<file path="config.mk">
export PLATFORM = sky130hd
export DESIGN_NAME = twc_core
export DESIGN_NICKNAME = d
export VERILOG_FILES = /design/src/twc_pkg.sv /design/src/twc_tmr.sv /design/src/twc_core.sv
export SDC_FILE = /design/constraint.sdc
export NUM_CORES = 1
export LEC_CHECK = 0
export ABC_AREA = 1
export ABC_CLOCK_PERIOD_IN_PS = 2300
export BUFFER_PORTS_ARGS = -buffer_cell sky130_fd_sc_hd__buf_2
export CAP_MARGIN = 20
export CORE_UTILIZATION = 48
export DETAILED_ROUTE_END_ITERATION = 16
export GPL_TIMING_DRIVEN = 1
export PLACE_DENSITY = 0.66
export SKIP_CTS_REPAIR_TIMING = 1
export SLEW_MARGIN = 10
export SYNTH_ARGS = -nofsm -noshare
export SYNTH_HDL_FRONTEND = slang
export SYNTH_SLANG_ARGS = --single-unit
</file>
<file path="constraint.sdc">
create_clock -name SYS_CLK -period 2.3 [get_ports SYS_CLK]
set_input_delay 0.46 -clock SYS_CLK [delete_from_list [all_inputs] [get_ports SYS_CLK]]
set_output_delay 0.46 -clock SYS_CLK [all_outputs]
set_load 0.02 [all_outputs]
</file>
<file path="src/twc_pkg.sv">
package twc_pkg;
  // Register offsets, one byte each
  localparam logic [3:0] OFS_TIMING = 4'h0;
  localparam logic [3:0] OFS_DUAL = 4'h1;
  localparam logic [3:0] OFS_DBG = 4'h2;
  localparam logic [3:0] OFS_HCTLA = 4'h3;
  localparam logic [3:0] OFS_HCTLB = 4'h4;
  localparam logic [3:0] OFS_HSTAT = 4'h5;
  localparam logic [3:0] OFS_BAUD = 4'h6;
  localparam logic [3:0] OFS_HADDR = 4'h7;
  localparam logic [3:0] OFS_HDATA = 4'h8;
  localparam logic [3:0] OFS_CCTLA = 4'h9;
  localparam logic [3:0] OFS_CCTLB = 4'hA;
  localparam logic [3:0] OFS_CSTAT = 4'hB;
  localparam logic [3:0] OFS_CADDR = 4'hC;
  localparam logic [3:0] OFS_CDATA = 4'hD;
  localparam logic [3:0] OFS_CMASK = 4'hE;
  localparam logic [7:0] REG_RESET = 8'h00;
  // Writable bits
  localparam logic [7:0] TIMING_MASK = 8'h1E;
  localparam logic [7:0] DUAL_MASK = 8'h0F;
  localparam logic [7:0] DBG_MASK = 8'h01;
  localparam logic [7:0] HCTLA_MASK = 8'hDF;
  localparam logic [7:0] CCTLB_MASK = 8'h04;
  // Field positions
  localparam int SETUP_BIT = 4;
  localparam int HOLD_LSB = 2;
  localparam int FMP_BIT = 1;
  localparam int DUAL_EN_BIT = 0;
  localparam int RUN_BIT = 0;
  localparam int READ_IRQ_ENABLE_BIT = 7;
  localparam int WRITE_IRQ_ENABLE_BIT = 6;
  localparam int QUICK_COMMAND_ENABLE_BIT = 4;
  localparam int TOUT_LSB = 2;
  localparam int AUTO_ACK_ENABLE_BIT = 1;
  localparam int HEN_BIT = 0;
  localparam int FLUSH_BIT = 3;
  localparam int ACK_ACTION_BIT_BIT = 2;
  localparam int RIF_BIT = 7;
  localparam int WIF_BIT = 6;
  // Field codes
  localparam logic [1:0] HOLD_OFF = 2'h0;
  localparam logic [1:0] HOLD_SHORT = 2'h1;
  localparam logic [1:0] HOLD_TYPICAL = 2'h2;
  localparam logic [1:0] HOLD_ALL = 2'h3;
  localparam logic [1:0] TOUT_OFF = 2'h0;
  localparam logic [1:0] TOUT_SHORTEST = 2'h1;
  localparam logic [1:0] TOUT_MIDDLE = 2'h2;
  localparam logic [1:0] CMD_NONE = 2'h0;
  localparam logic [1:0] CMD_STOP = 2'h3;
  localparam logic [1:0] BUS_UNKNOWN = 2'h0;
  localparam logic [1:0] BUS_IDLE = 2'h1;
  localparam logic [1:0] BUS_OWNER = 2'h2;
  localparam logic [1:0] BUS_BUSY = 2'h3;
  // Timing
  localparam int CLK_MHZ = 125;
  localparam logic [7:0] SETUP_FOUR_CYC = 8'h04;
  localparam logic [7:0] SETUP_EIGHT_CYC = 8'h08;
  localparam int HOLD_SHORT_NS = 50;
  localparam int HOLD_TYPICAL_NS = 300;
  localparam int HOLD_ALL_NS = 500;
  localparam logic [7:0] HOLD_SHORT_CYC =
    8'((HOLD_SHORT_NS * CLK_MHZ + 999) / 1000);
  localparam logic [7:0] HOLD_TYPICAL_CYC =
    8'((HOLD_TYPICAL_NS * CLK_MHZ + 999) / 1000);
  localparam logic [7:0] HOLD_ALL_CYC =
    8'((HOLD_ALL_NS * CLK_MHZ + 999) / 1000);
  localparam int TOUT_SHORTEST_US = 50;
  localparam int TOUT_MIDDLE_US = 100;
  localparam int TOUT_LONGEST_US = 200;

  typedef struct packed {
    logic addr_ack;
    logic addr_dir;
    logic rd_done;
    logic wr_done;
    logic client_bit;
  } twc_ev_s;

  typedef struct packed {
    logic valid;
    logic [1:0] code;
    logic ack_act;
    logic addr_go;
    logic tx_go;
    logic smart_ack;
    logic flush;
    logic cdata_go;
  } twc_cmd_s;

  typedef struct packed {
    logic host_en;
    logic quick;
    logic host_fmp;
    logic client_fmp;
    logic [1:0] host_hold;
    logic [1:0] client_hold;
    logic setup_long;
    logic dual_en;
    logic run;
  } twc_cfg_s;

  typedef struct packed {
    logic [1:0] scl_sy;
    logic [1:0] sda_sy;
    logic scl_p;
    logic sda_p;
    logic [7:0] tim;
    logic [7:0] dual;
    logic [7:0] dbg;
    logic [7:0] hcta;
    logic ack_action_bit;
    logic read_done_flag;
    logic write_done_flag;
    logic [1:0] bus;
    logic [7:0] baud;
    logic [7:0] haddr;
    logic [7:0] hdata;
    logic [7:0] ccta;
    logic [7:0] cctb;
    logic [7:0] caddr;
    logic [7:0] cdata;
    logic [7:0] cmask;
    logic [7:0] rdata;
    logic [15:0] tcnt;
    twc_cmd_s cmd;
    twc_cfg_s cfg;
    logic rirq;
    logic wirq;
  } twc_state_s;

  typedef struct packed {
    logic [7:0] cnt;
    logic busy;
  } twc_tmr_s;
endpackage

</file>
<file path="src/twc_tmr.sv">
`timescale 1ns/100ps
`default_nettype none
module twc_tmr (
  // Clock and reset
  input wire logic clk,
  input wire logic rstn,
  // Request
  input wire logic start,
  input wire logic [7:0] load,
  // Stretch level
  output logic busy
);
  import twc_pkg::*;

  twc_tmr_s st_q;
  twc_tmr_s st_d;

  // Busy stands for exactly load cycles after start; zero gives none
  always_comb begin
    st_d = st_q;
    if (start) begin
      st_d.cnt = load - 8'h01;
      st_d.busy = (load != 8'h00);
    end else if (st_q.busy) begin
      if (st_q.cnt == 8'h00) begin
        st_d.busy = 1'b0;
      end else begin
        st_d.cnt = st_q.cnt - 8'h01;
      end
    end
  end

  always_ff @(posedge clk or negedge rstn) begin
    if (!rstn) begin
      st_q <= '0;
    end else begin
      st_q <= st_d;
    end
  end

  assign busy = st_q.busy;
endmodule
`default_nettype wire

</file>
<file path="src/twc_core.sv">
// Operation
// - Outside a processor halt the unit runs normally.
// - A processor halt stops the unit unless run_while_halted is set.
// - Halted with run, data register access starts nothing, changes no flag.
// - Client SDA setup stretch is four cycles, or eight when selected.
// - Hold code selects off, short, typical SMBus or all-corner SMBus.
// - fast_plus_enable in timing control selects 1 MHz for unit or host.
// - Dual hold field sets client hold, ignored while dual mode is off.
// - Dual fast-plus bit sets client 1 MHz, ignored while dual is off.
// - Dual enable bit 0 splits host and client configuration.
// - Read interrupt needs read_irq_enable, global enable and read flag.
// - Write interrupt needs write_irq_enable, global enable and write flag.
// - Quick command sets read or write flag by direction, no data.
// - Nonzero time-out field forces bus state Idle after inactivity.
// - Time-out codes: off, 50, 100, 200 microseconds.
// - Halted without run, the unit stops and ignores events.
// - Auto-ack mode sends the held acknowledge when host data is read; the unit sends it only when the held bit is ACK, never a NACK.
// - Host enable bit enables the host; clear disables it.
`timescale 1ns/100ps
`default_nettype none
module twc_core #(
  parameter int TOUT_SHORTEST_CYC =
    twc_pkg::TOUT_SHORTEST_US * twc_pkg::CLK_MHZ,
  parameter int TOUT_MIDDLE_CYC = twc_pkg::TOUT_MIDDLE_US * twc_pkg::CLK_MHZ,
  parameter int TOUT_LONGEST_CYC = twc_pkg::TOUT_LONGEST_US * twc_pkg::CLK_MHZ
) (
  // Clock and reset
  input wire logic SYS_CLK,
  input wire logic RSTN,
  // Register port
  input wire logic [3:0] ADDR,
  input wire logic [7:0] WDATA,
  input wire logic WR,
  input wire logic RD,
  output logic [7:0] RDATA,
  // Processor state
  input wire logic DBG_HALT,
  input wire logic GIE,
  // Observed bus lines
  input wire logic SCL_PIN,
  input wire logic SDA_PIN,
  // Bus engine
  input wire twc_pkg::twc_ev_s EV,
  output twc_pkg::twc_cmd_s CMD,
  output twc_pkg::twc_cfg_s CFG,
  output logic [1:0] BUS_STATE,
  // Timing stretches
  output logic HOST_SDA_HOLD,
  output logic CLIENT_SDA_HOLD,
  output logic CLIENT_SCL_STRETCH,
  // Interrupt requests
  output logic RD_IRQ,
  output logic WR_IRQ
);
  import twc_pkg::*;

  twc_state_s st_q;
  twc_state_s st_d;
  // Pins idle high; a sync chain reset high sees no false edge on release
  localparam twc_state_s ST_RESET =
    {6'h3F, {($bits(twc_state_s) - 6){1'b0}}};
  logic run;
  logic data_ok;
  logic scl_fall;
  logic start_c;
  logic stop_c;
  logic act;
  logic tout_hit;
  logic set_r;
  logic set_w;
  logic clr_f;
  logic setup_go;
  logic [15:0] lim;

  function automatic logic [7:0] hold_cyc(input logic [1:0] code);
    case (code)
      HOLD_SHORT: hold_cyc = HOLD_SHORT_CYC;
      HOLD_TYPICAL: hold_cyc = HOLD_TYPICAL_CYC;
      HOLD_ALL: hold_cyc = HOLD_ALL_CYC;
      default: hold_cyc = 8'h00;
    endcase
  endfunction

  function automatic logic [15:0] tout_lim(input logic [1:0] code);
    case (code)
      TOUT_SHORTEST: tout_lim = 16'(TOUT_SHORTEST_CYC);
      TOUT_MIDDLE: tout_lim = 16'(TOUT_MIDDLE_CYC);
      default: tout_lim = 16'(TOUT_LONGEST_CYC);
    endcase
  endfunction

  function automatic logic [7:0] rd_mux(input twc_state_s s,
                                        input logic [3:0] a);
    case (a)
      OFS_TIMING: rd_mux = s.tim;
      OFS_DUAL: rd_mux = s.dual;
      OFS_DBG: rd_mux = s.dbg;
      OFS_HCTLA: rd_mux = s.hcta;
      OFS_HCTLB: rd_mux = {5'h00, s.ack_action_bit, 2'h0};
      OFS_HSTAT: rd_mux = {s.read_done_flag, s.write_done_flag, 4'h0, s.bus};
      OFS_BAUD: rd_mux = s.baud;
      OFS_HADDR: rd_mux = s.haddr;
      OFS_HDATA: rd_mux = s.hdata;
      OFS_CCTLA: rd_mux = s.ccta;
      OFS_CCTLB: rd_mux = s.cctb;
      OFS_CADDR: rd_mux = s.caddr;
      OFS_CDATA: rd_mux = s.cdata;
      OFS_CMASK: rd_mux = s.cmask;
      default: rd_mux = 8'h00;
    endcase
  endfunction

  always_comb begin
    st_d = st_q;
    // Second stage alone reads the first stage
    st_d.scl_sy = {st_q.scl_sy[0], SCL_PIN};
    st_d.sda_sy = {st_q.sda_sy[0], SDA_PIN};
    st_d.scl_p = st_q.scl_sy[1];
    st_d.sda_p = st_q.sda_sy[1];
    st_d.cmd = '0;
    run = !DBG_HALT || st_q.dbg[RUN_BIT];
    data_ok = !DBG_HALT;
    scl_fall = st_q.scl_p && !st_q.scl_sy[1];
    start_c = st_q.scl_p && st_q.scl_sy[1] && st_q.sda_p
              && !st_q.sda_sy[1];
    stop_c = st_q.scl_p && st_q.scl_sy[1] && !st_q.sda_p
             && st_q.sda_sy[1];
    act = (st_q.scl_p != st_q.scl_sy[1]) || (st_q.sda_p != st_q.sda_sy[1]);
    setup_go = run && EV.client_bit;
    lim = tout_lim(st_q.hcta[TOUT_LSB+:2]);
    // Register writes
    if (WR) begin
      case (ADDR)
        OFS_TIMING: st_d.tim = WDATA & TIMING_MASK;
        OFS_DUAL: st_d.dual = WDATA & DUAL_MASK;
        OFS_DBG: st_d.dbg = WDATA & DBG_MASK;
        OFS_HCTLA: st_d.hcta = WDATA & HCTLA_MASK;
        OFS_HCTLB: begin
          st_d.ack_action_bit = WDATA[ACK_ACTION_BIT_BIT];
          // Stop after a quick command arrives here as CMD_STOP
          st_d.cmd.valid = (WDATA[1:0] != CMD_NONE);
          st_d.cmd.code = WDATA[1:0];
          st_d.cmd.ack_act = WDATA[ACK_ACTION_BIT_BIT];
          st_d.cmd.flush = WDATA[FLUSH_BIT];
        end
        OFS_BAUD: st_d.baud = WDATA;
        OFS_HADDR: begin
          st_d.haddr = WDATA;
          st_d.cmd.addr_go = 1'b1;
        end
        OFS_HDATA: begin
          st_d.hdata = WDATA;
          st_d.cmd.tx_go = data_ok;
        end
        OFS_CCTLA: st_d.ccta = WDATA;
        OFS_CCTLB: st_d.cctb = WDATA & CCTLB_MASK;
        OFS_CADDR: st_d.caddr = WDATA;
        OFS_CDATA: begin
          st_d.cdata = WDATA;
          st_d.cmd.cdata_go = data_ok;
        end
        OFS_CMASK: st_d.cmask = WDATA;
        default: ;
      endcase
    end
    // Auto-ack only sends ACK; a held NACK is left to a command
    if (RD && ADDR == OFS_HDATA && data_ok && st_q.hcta[AUTO_ACK_ENABLE_BIT]
        && !st_q.ack_action_bit) begin
      st_d.cmd.smart_ack = 1'b1;
      st_d.cmd.ack_act = st_q.ack_action_bit;
    end
    st_d.rdata = RD ? rd_mux(st_q, ADDR) : 8'h00;
    // Host flags: a set in the clearing cycle wins
    set_r = run && (EV.rd_done || (EV.addr_ack && EV.addr_dir
            && st_q.hcta[QUICK_COMMAND_ENABLE_BIT]));
    set_w = run && (EV.wr_done || (EV.addr_ack && !EV.addr_dir));
    clr_f = (WR && ADDR == OFS_HADDR)
            || (data_ok && (WR || RD) && ADDR == OFS_HDATA)
            || (WR && ADDR == OFS_HCTLB && WDATA[1:0] != CMD_NONE);
    st_d.read_done_flag = set_r || (st_q.read_done_flag && !clr_f
               && !(WR && ADDR == OFS_HSTAT && WDATA[RIF_BIT]));
    st_d.write_done_flag = set_w || (st_q.write_done_flag && !clr_f
               && !(WR && ADDR == OFS_HSTAT && WDATA[WIF_BIT]));
    // Inactivity supervisor; counter frozen while the unit is halted
    tout_hit = 1'b0;
    if (!st_q.hcta[HEN_BIT] || st_q.hcta[TOUT_LSB+:2] == TOUT_OFF) begin
      st_d.tcnt = 16'h0000;
    end else if (run) begin
      if (act) begin
        st_d.tcnt = 16'h0000;
      end else if (st_q.tcnt != lim) begin
        st_d.tcnt = st_q.tcnt + 16'h0001;
        tout_hit = (st_q.tcnt == lim - 16'h0001);
      end
    end
    // Bus state
    if (!st_q.hcta[HEN_BIT]) begin
      st_d.bus = BUS_UNKNOWN;
    end else if (st_q.cmd.flush) begin
      st_d.bus = BUS_IDLE;
    end else if (run) begin
      if (start_c) begin
        st_d.bus = BUS_BUSY;
      end else if (stop_c || tout_hit) begin
        st_d.bus = BUS_IDLE;
      end else if (EV.addr_ack) begin
        st_d.bus = BUS_OWNER;
      end
    end
    // Effective configuration
    st_d.cfg.run = run;
    st_d.cfg.host_en = st_q.hcta[HEN_BIT];
    st_d.cfg.quick = st_q.hcta[QUICK_COMMAND_ENABLE_BIT];
    st_d.cfg.dual_en = st_q.dual[DUAL_EN_BIT];
    st_d.cfg.setup_long = st_q.tim[SETUP_BIT];
    st_d.cfg.host_fmp = st_q.tim[FMP_BIT];
    st_d.cfg.host_hold = st_q.tim[HOLD_LSB+:2];
    if (st_q.dual[DUAL_EN_BIT]) begin
      st_d.cfg.client_fmp = st_q.dual[FMP_BIT];
      st_d.cfg.client_hold = st_q.dual[HOLD_LSB+:2];
    end else begin
      st_d.cfg.client_fmp = st_q.tim[FMP_BIT];
      st_d.cfg.client_hold = st_q.tim[HOLD_LSB+:2];
    end
    st_d.rirq = st_q.read_done_flag && st_q.hcta[READ_IRQ_ENABLE_BIT] && GIE;
    st_d.wirq = st_q.write_done_flag && st_q.hcta[WRITE_IRQ_ENABLE_BIT] && GIE;
  end

  always_ff @(posedge SYS_CLK or negedge RSTN) begin
    if (!RSTN) begin
      st_q <= ST_RESET;
    end else begin
      st_q <= st_d;
    end
  end

  twc_tmr u_setup (
    .clk(SYS_CLK),
    .rstn(RSTN),
    .start(setup_go),
    .load(st_q.tim[SETUP_BIT] ? SETUP_EIGHT_CYC : SETUP_FOUR_CYC),
    .busy(CLIENT_SCL_STRETCH)
  );

  twc_tmr u_host_hold (
    .clk(SYS_CLK),
    .rstn(RSTN),
    .start(run && scl_fall),
    .load(hold_cyc(st_q.cfg.host_hold)),
    .busy(HOST_SDA_HOLD)
  );

  twc_tmr u_client_hold (
    .clk(SYS_CLK),
    .rstn(RSTN),
    .start(run && scl_fall),
    .load(hold_cyc(st_q.cfg.client_hold)),
    .busy(CLIENT_SDA_HOLD)
  );

  assign RDATA = st_q.rdata;
  assign CMD = st_q.cmd;
  assign CFG = st_q.cfg;
  assign BUS_STATE = st_q.bus;
  assign RD_IRQ = st_q.rirq;
  assign WR_IRQ = st_q.wirq;
endmodule
`default_nettype wire

</file>
Word level (Yosys, flattened, before mapping):

Cells that the tools add are included.
Widths: inputs -> output; s select.

* output and inout bits: 35
* flip-flop bits (word level): 157
* word-level logic and storage cells: 214
* input bits: 25

* muxes and demuxes: 43
* reductions and logical operators: 86
* add/subtract/negate cells: 8
* equality and inequality tests: 30

Operators with widths (number)
* $pmux 8 s14: 1
* $mux 16: 4
* $mux 9: 6
* $pmux 6 s3: 2
* $reduce_and 2->1: 18
* $logic_and 1x1->1: 33
* $mux 8: 4
* $pmux 15 s2: 1
* $eq 4x4->1 const B: 6
* $logic_not 8->1: 3
* $reduce_bool 8->1: 3
* $sub 8x1->8 const B: 3
* $add 16x1->16 const B: 1
* $eq 16x16->1: 1
* $eq 4x3->1 const B: 4
* $mux 2: 8
* $ne 16x15->1: 1
* $sub 15x1->16 const B: 1
* $mux 1: 14
* $sub 6x1->7 const B: 2
* $logic_or 1x1->1: 11
* $eq 2x2->1 const B: 5
* $logic_not 1->1: 10
* $reduce_bool 2->1: 5
* 14 further kinds: 20

Logic depth before layout (Yosys ltp):

* word-level depth: 14
* depth in mapped cells: 13
* gate-level depth less buffers: 13

By module:

From an unflattened synthesis, not the netlist that was laid out.

* cell total of the unflattened synthesis: 1169
* area, all modules: 8842.2 µm²

By module, submodules not included
* twc_core: area each 6451.2 µm², instances 1, cells an instance 789, sequential area each 3260.6 µm²
* twc_tmr (u_client_hold ...): area each 794.5 µm², instances 2, cells an instance 126, sequential area each 225.2 µm²
* twc_tmr (u_setup): area each 802.0 µm², instances 1, cells an instance 128, sequential area each 225.2 µm²

Worst setup path after synthesis:

Ideal clock, no wire load.

* kind: reg-to-reg
* from: register st_q[117] in the netlist's numbering
* to: register st_q[27] in the netlist's numbering
* slack: 0.418 ns
* cell stages (with the launch flop): 14
* arrival: 1.760 ns
* setup time: 0.122 ns
* period minus slack after synthesis: 1.882 ns
* required time: 2.178 ns
* path buffers: 1
* path through: dfrtp_1 > inv_1 > ha_1 > nor2_1 > nor2_1 > nor2_1 > nand4_1 > nor2_1 > nand3_2 > nand2_4 > inv_4 > buf_6 > nand2_1 > o21ai_2

* word-level cells in the longest chain between the ends: 5
* elaborated cells on any way between the ends: 10
* those cells by class: eq/ne (3); mux (2); reduce/logical (5)

RTL lines
* start, declared: line twc_core.sv:57 `twc_state_s st_q;`
* start signal, assigned: line twc_core.sv:233 `st_q <= st_d;`
* $eq 2x2->1 or $eq 2x1->1 (tied branches): line twc_core.sv:85 `case (code)`
* $pmux 15 s2: line twc_core.sv:85
* $ne 16x15->1: line twc_core.sv:191 `end else if (st_q.tcnt != lim) begin`
* $reduce_bool 3->1 (no line)
* $reduce_and 2->1 (no line)

Several ways; a longest one is shown, not always the timed one.
A chain may end at the register's enable or synchronous reset.

Final worst setup path:

* from: register st_q[118] in the netlist's numbering
* to: register st_q[29] in the netlist's numbering

Same word-level chain as after synthesis.

==> impl_metrics.toml <==
[logic_synthesis]
synth_area_um2 = 7950
synth.lib_cells_used.distinct = 46
synth_seq_cells = 157
seq_area_frac_synth_pct = 49.5
synthDominantAreaCellType = "sky130_fd_sc_hd__dfrtp_1"
synthTopCellsByArea = "sky130_fd_sc_hd__dfrtp_1 48%, sky130_fd_sc_hd__nand2_1 12%, sky130_fd_sc_hd__o21ai_0 5.4%"
yosysWarningCount = 0
syn_nets = 992
syn-mean-instance-area_um2 = 8.45
async_reset_ff_share_pct = 100
yosys.area.top_type_share_pct = 47.5
netlist_instances = 941
dominantRegCellSynth = "sky130_fd_sc_hd__dfrtp_1"
synth_edf_count = 0

[die]
die_w_um = 131
core_um2 = 16100
die-area_um2 = 17100
initial_core_utilization_pct = 49.5
placement_rows = 46
ios = 60
die_h_um = 131

[global_routing]
grt_antenna_before_repair = 0
first_global_vias = 5985
grt_util_all_layers_pct = 24.0
grt_first_pass_wirelength_mm = 31.0
grt_max_degree = 59
grt_overflow = 0

[sta]
final-hold-violation-count = 0
layout_min_cycle_time_ns = 2.09
timing.fmax_ghz = 0.479
timing_worst_slew_pin_value_ns = 0.530
setup_tns_ns = 0
worst_clock_skew_ns = 0.00768
slew-limit-headroom_pct = 64.6
final_max_slew_viol_count = 0
timing.final.crit_share_pct = 90.7
finalHoldWorstSlack_ns = 0.130
grt_setup_unrepaired = "false"
finalSetupViolations = 0

[worst_hold_path]
min_path_type = "in -> reg"
min-delay-start = "SCL_PIN"

[clock_network]
clock-sinks = 157
root_buffer = "sky130_fd_sc_hd__clkbuf_16"
cts_clock_pin_slew_for_the_worst_setup_and_hold_paths_ns = 0.06
cts-htree-levels = 4
tritoncts_clock_tree = "yes"
cts_made_buffers = 17
clock_latency_ns = 0.43
ctsLongestPathBuffers = 2

[setup_path]
crit_arrival_ns = 2.39
startpoint_type = "flop"
end_kind = "flop"
timing.critical_path.fanout_max = 22
timing.setup.critical_path_class = "reg -> reg"
timing.critical_path.from = "st_q[118]"
crit_required_ns = 2.60
r2r-start = "st_q[118]"

[cells_and_area]
flow.area_growth_from_synthesis_pct = 12.7
share_of_cells_above_drive_strength_1_pct = 15.5
final_nets = 1037
fillerInstances = 1472
antenna-diode-count = 0
post_route_non_filler_standard_cell_count = 1215

[placed_design]
port-buffer-count = 59
gp_congestion = 0.886
dpl.cell_count = 1182
detailed_place_hpwl_mm = 13.5

[power]
power.density_nw_per_um2 = 941
p_leak_nw = 4.37
peakVddDrop_mv = 0.659
power_mw = 8.44

[detailed_routing]
vias = 6325
detail-route-antenna-nets = 0
post_drt_via_cell_ratio = 5.21
final_routed_wirelength_mm = 18.8
detail_route.drc_violations = 0
wl_per_cell_um = 15.5
drt_pass1_iterations = 5
initialDrtViolationCount = 476

[outcome]
status = "completed"

[job]
cap_violations = 0
-- cells in the mapped netlist (5+ instances only) --
library cell	instances
sky130_fd_sc_hd__nand2_1	254
sky130_fd_sc_hd__dfrtp_1	151
sky130_fd_sc_hd__inv_1	90
sky130_fd_sc_hd__o21ai_0	86
sky130_fd_sc_hd__nor2_1	63
sky130_fd_sc_hd__nand3_1	40
sky130_fd_sc_hd__buf_4	30
sky130_fd_sc_hd__ha_1	26
sky130_fd_sc_hd__nor3_1	22
sky130_fd_sc_hd__xor2_1	21
sky130_fd_sc_hd__nand4_1	15
sky130_fd_sc_hd__o21ai_1	14
sky130_fd_sc_hd__clkbuf_1	13
sky130_fd_sc_hd__o21ai_2	12
sky130_fd_sc_hd__a21oi_1	10
sky130_fd_sc_hd__inv_2	8
sky130_fd_sc_hd__o221ai_1	8
sky130_fd_sc_hd__dfstp_2	6
sky130_fd_sc_hd__nand2_2	6
sky130_fd_sc_hd__nor4_1	6
sky130_fd_sc_hd__a31oi_1	5
sky130_fd_sc_hd__nor2_2	5
sky130_fd_sc_hd__nor2_4	5
sky130_fd_sc_hd__o211ai_1	5
-- logic make-up after synthesis --
family                     count (synthesis)  share of synthesized area, %
DFF                                      157                          49.5
buffers and inverters                    148                          8.67
and+or+nand+nor                          429                          23.4
adders and majority gates                 26                          4.09
xor gates and xnor gates                  23                          2.53
AOI/OAI and AO/OA                        158                          11.8
-- layer usage --
metal	global-route usage [%]	share of wire [%]	wire length, um	vias to the layer above
met2	38.9	48	8970	195
met1	32.6	46	8600	2976
li1	-	-	-	3131
met3	5.09	5.1	959	23
met5	0	0	0	-
met4	6.76	1.4	266	0
-- registers in the layout (all words and copies together) (netlist names), 2 cells and up --
signal              cells
BUS_STATE               2
CFG                    11
CMD                     9
RDATA                   8
st_d                   11
st_q                   87
u_client_hold.st_q      8
u_host_hold.st_q        8
u_setup.st_q            8
-- worst max-delay path, cell delays in order (launching register included) --
cell and delay, ns:
sky130_fd_sc_hd__dfrtp_1 0.39, sky130_fd_sc_hd__inv_1 0.11, sky130_fd_sc_hd__ha_1 0.40, sky130_fd_sc_hd__inv_2 0.08
sky130_fd_sc_hd__nand2_1 0.07, sky130_fd_sc_hd__nand3_1 0.08, sky130_fd_sc_hd__nor2_2 0.11, sky130_fd_sc_hd__and3_1 0.17
sky130_fd_sc_hd__nand3_2 0.12, sky130_fd_sc_hd__nand2_4 0.14, sky130_fd_sc_hd__inv_4 0.13, sky130_fd_sc_hd__nand2_1 0.10
sky130_fd_sc_hd__o21ai_2 0.05
-- worst paths after layout --
check                             to  slack (ns)  cells past startpoint
max                         st_q[29]        0.21                     12
min                        st_d[152]        0.13                      1
max reg2reg                 st_q[29]        0.21                     12
min reg2reg                st_d[147]        0.36                      0
max in group asynchronous   RDATA[5]        1.10                      3
min in group asynchronous   st_q[25]        0.49                      2
-- stage by stage --
stage	worst slack [ns]	cell area, um2	utilization [%]
5_1_grt	0.00156	8960	55.8
3_3_place_gp	0.311	8340	52.0
6_report	0.213	8960	55.8
2_1_floorplan	0.418	7950	-
3_5_place_dp	0.248	8340	52.0
4_1_cts	0.217	8950	55.8
-- power breakdown --
group	switching, mW	internal, mW	leakage [nW]
Combinational	1.16	0.668	2.07
Clock	1.18	1.73	0.300
Sequential	0.386	3.31	2.00
Total	2.73	5.71	4.37
-- final cells by class --
| cell class | instances | area [um2] | area share, % |
|---|---|---|---|
| Sequential cell | 157 | 3940 | 43.9 |
| Inverter | 100 | 378 | 4.21 |
| Timing Repair Buffer | 74 | 442 | 4.93 |
| Clock buffer | 17 | 425 | 4.75 |
| Tap cell | 216 | 270 | 3.01 |
| Clock inverter | 15 | 185 | 2.07 |
| Multi-Input combinational cell | 636 | 3330 | 37.1 |
-- layout by cell type, fill, tap and decap left out, types with 8 or more instances in the layout --
cell                        instances
sky130_fd_sc_hd__inv_2              8
sky130_fd_sc_hd__nand3_1           40
sky130_fd_sc_hd__o221ai_1           8
sky130_fd_sc_hd__a21oi_1           10
sky130_fd_sc_hd__o21ai_2           12
sky130_fd_sc_hd__nand2_1          254
sky130_fd_sc_hd__xor2_1            21
sky130_fd_sc_hd__nor3_1            22
sky130_fd_sc_hd__buf_4             12
sky130_fd_sc_hd__o21ai_0           86
sky130_fd_sc_hd__ha_1              26
sky130_fd_sc_hd__nand4_1           15
sky130_fd_sc_hd__nor2_1            63
sky130_fd_sc_hd__dfrtp_1          151
sky130_fd_sc_hd__o21ai_1           14
sky130_fd_sc_hd__inv_1             90
sky130_fd_sc_hd__buf_2             58
sky130_fd_sc_hd__clkbuf_16         17
No activity file was read; power rests on OpenSTA's default activity.
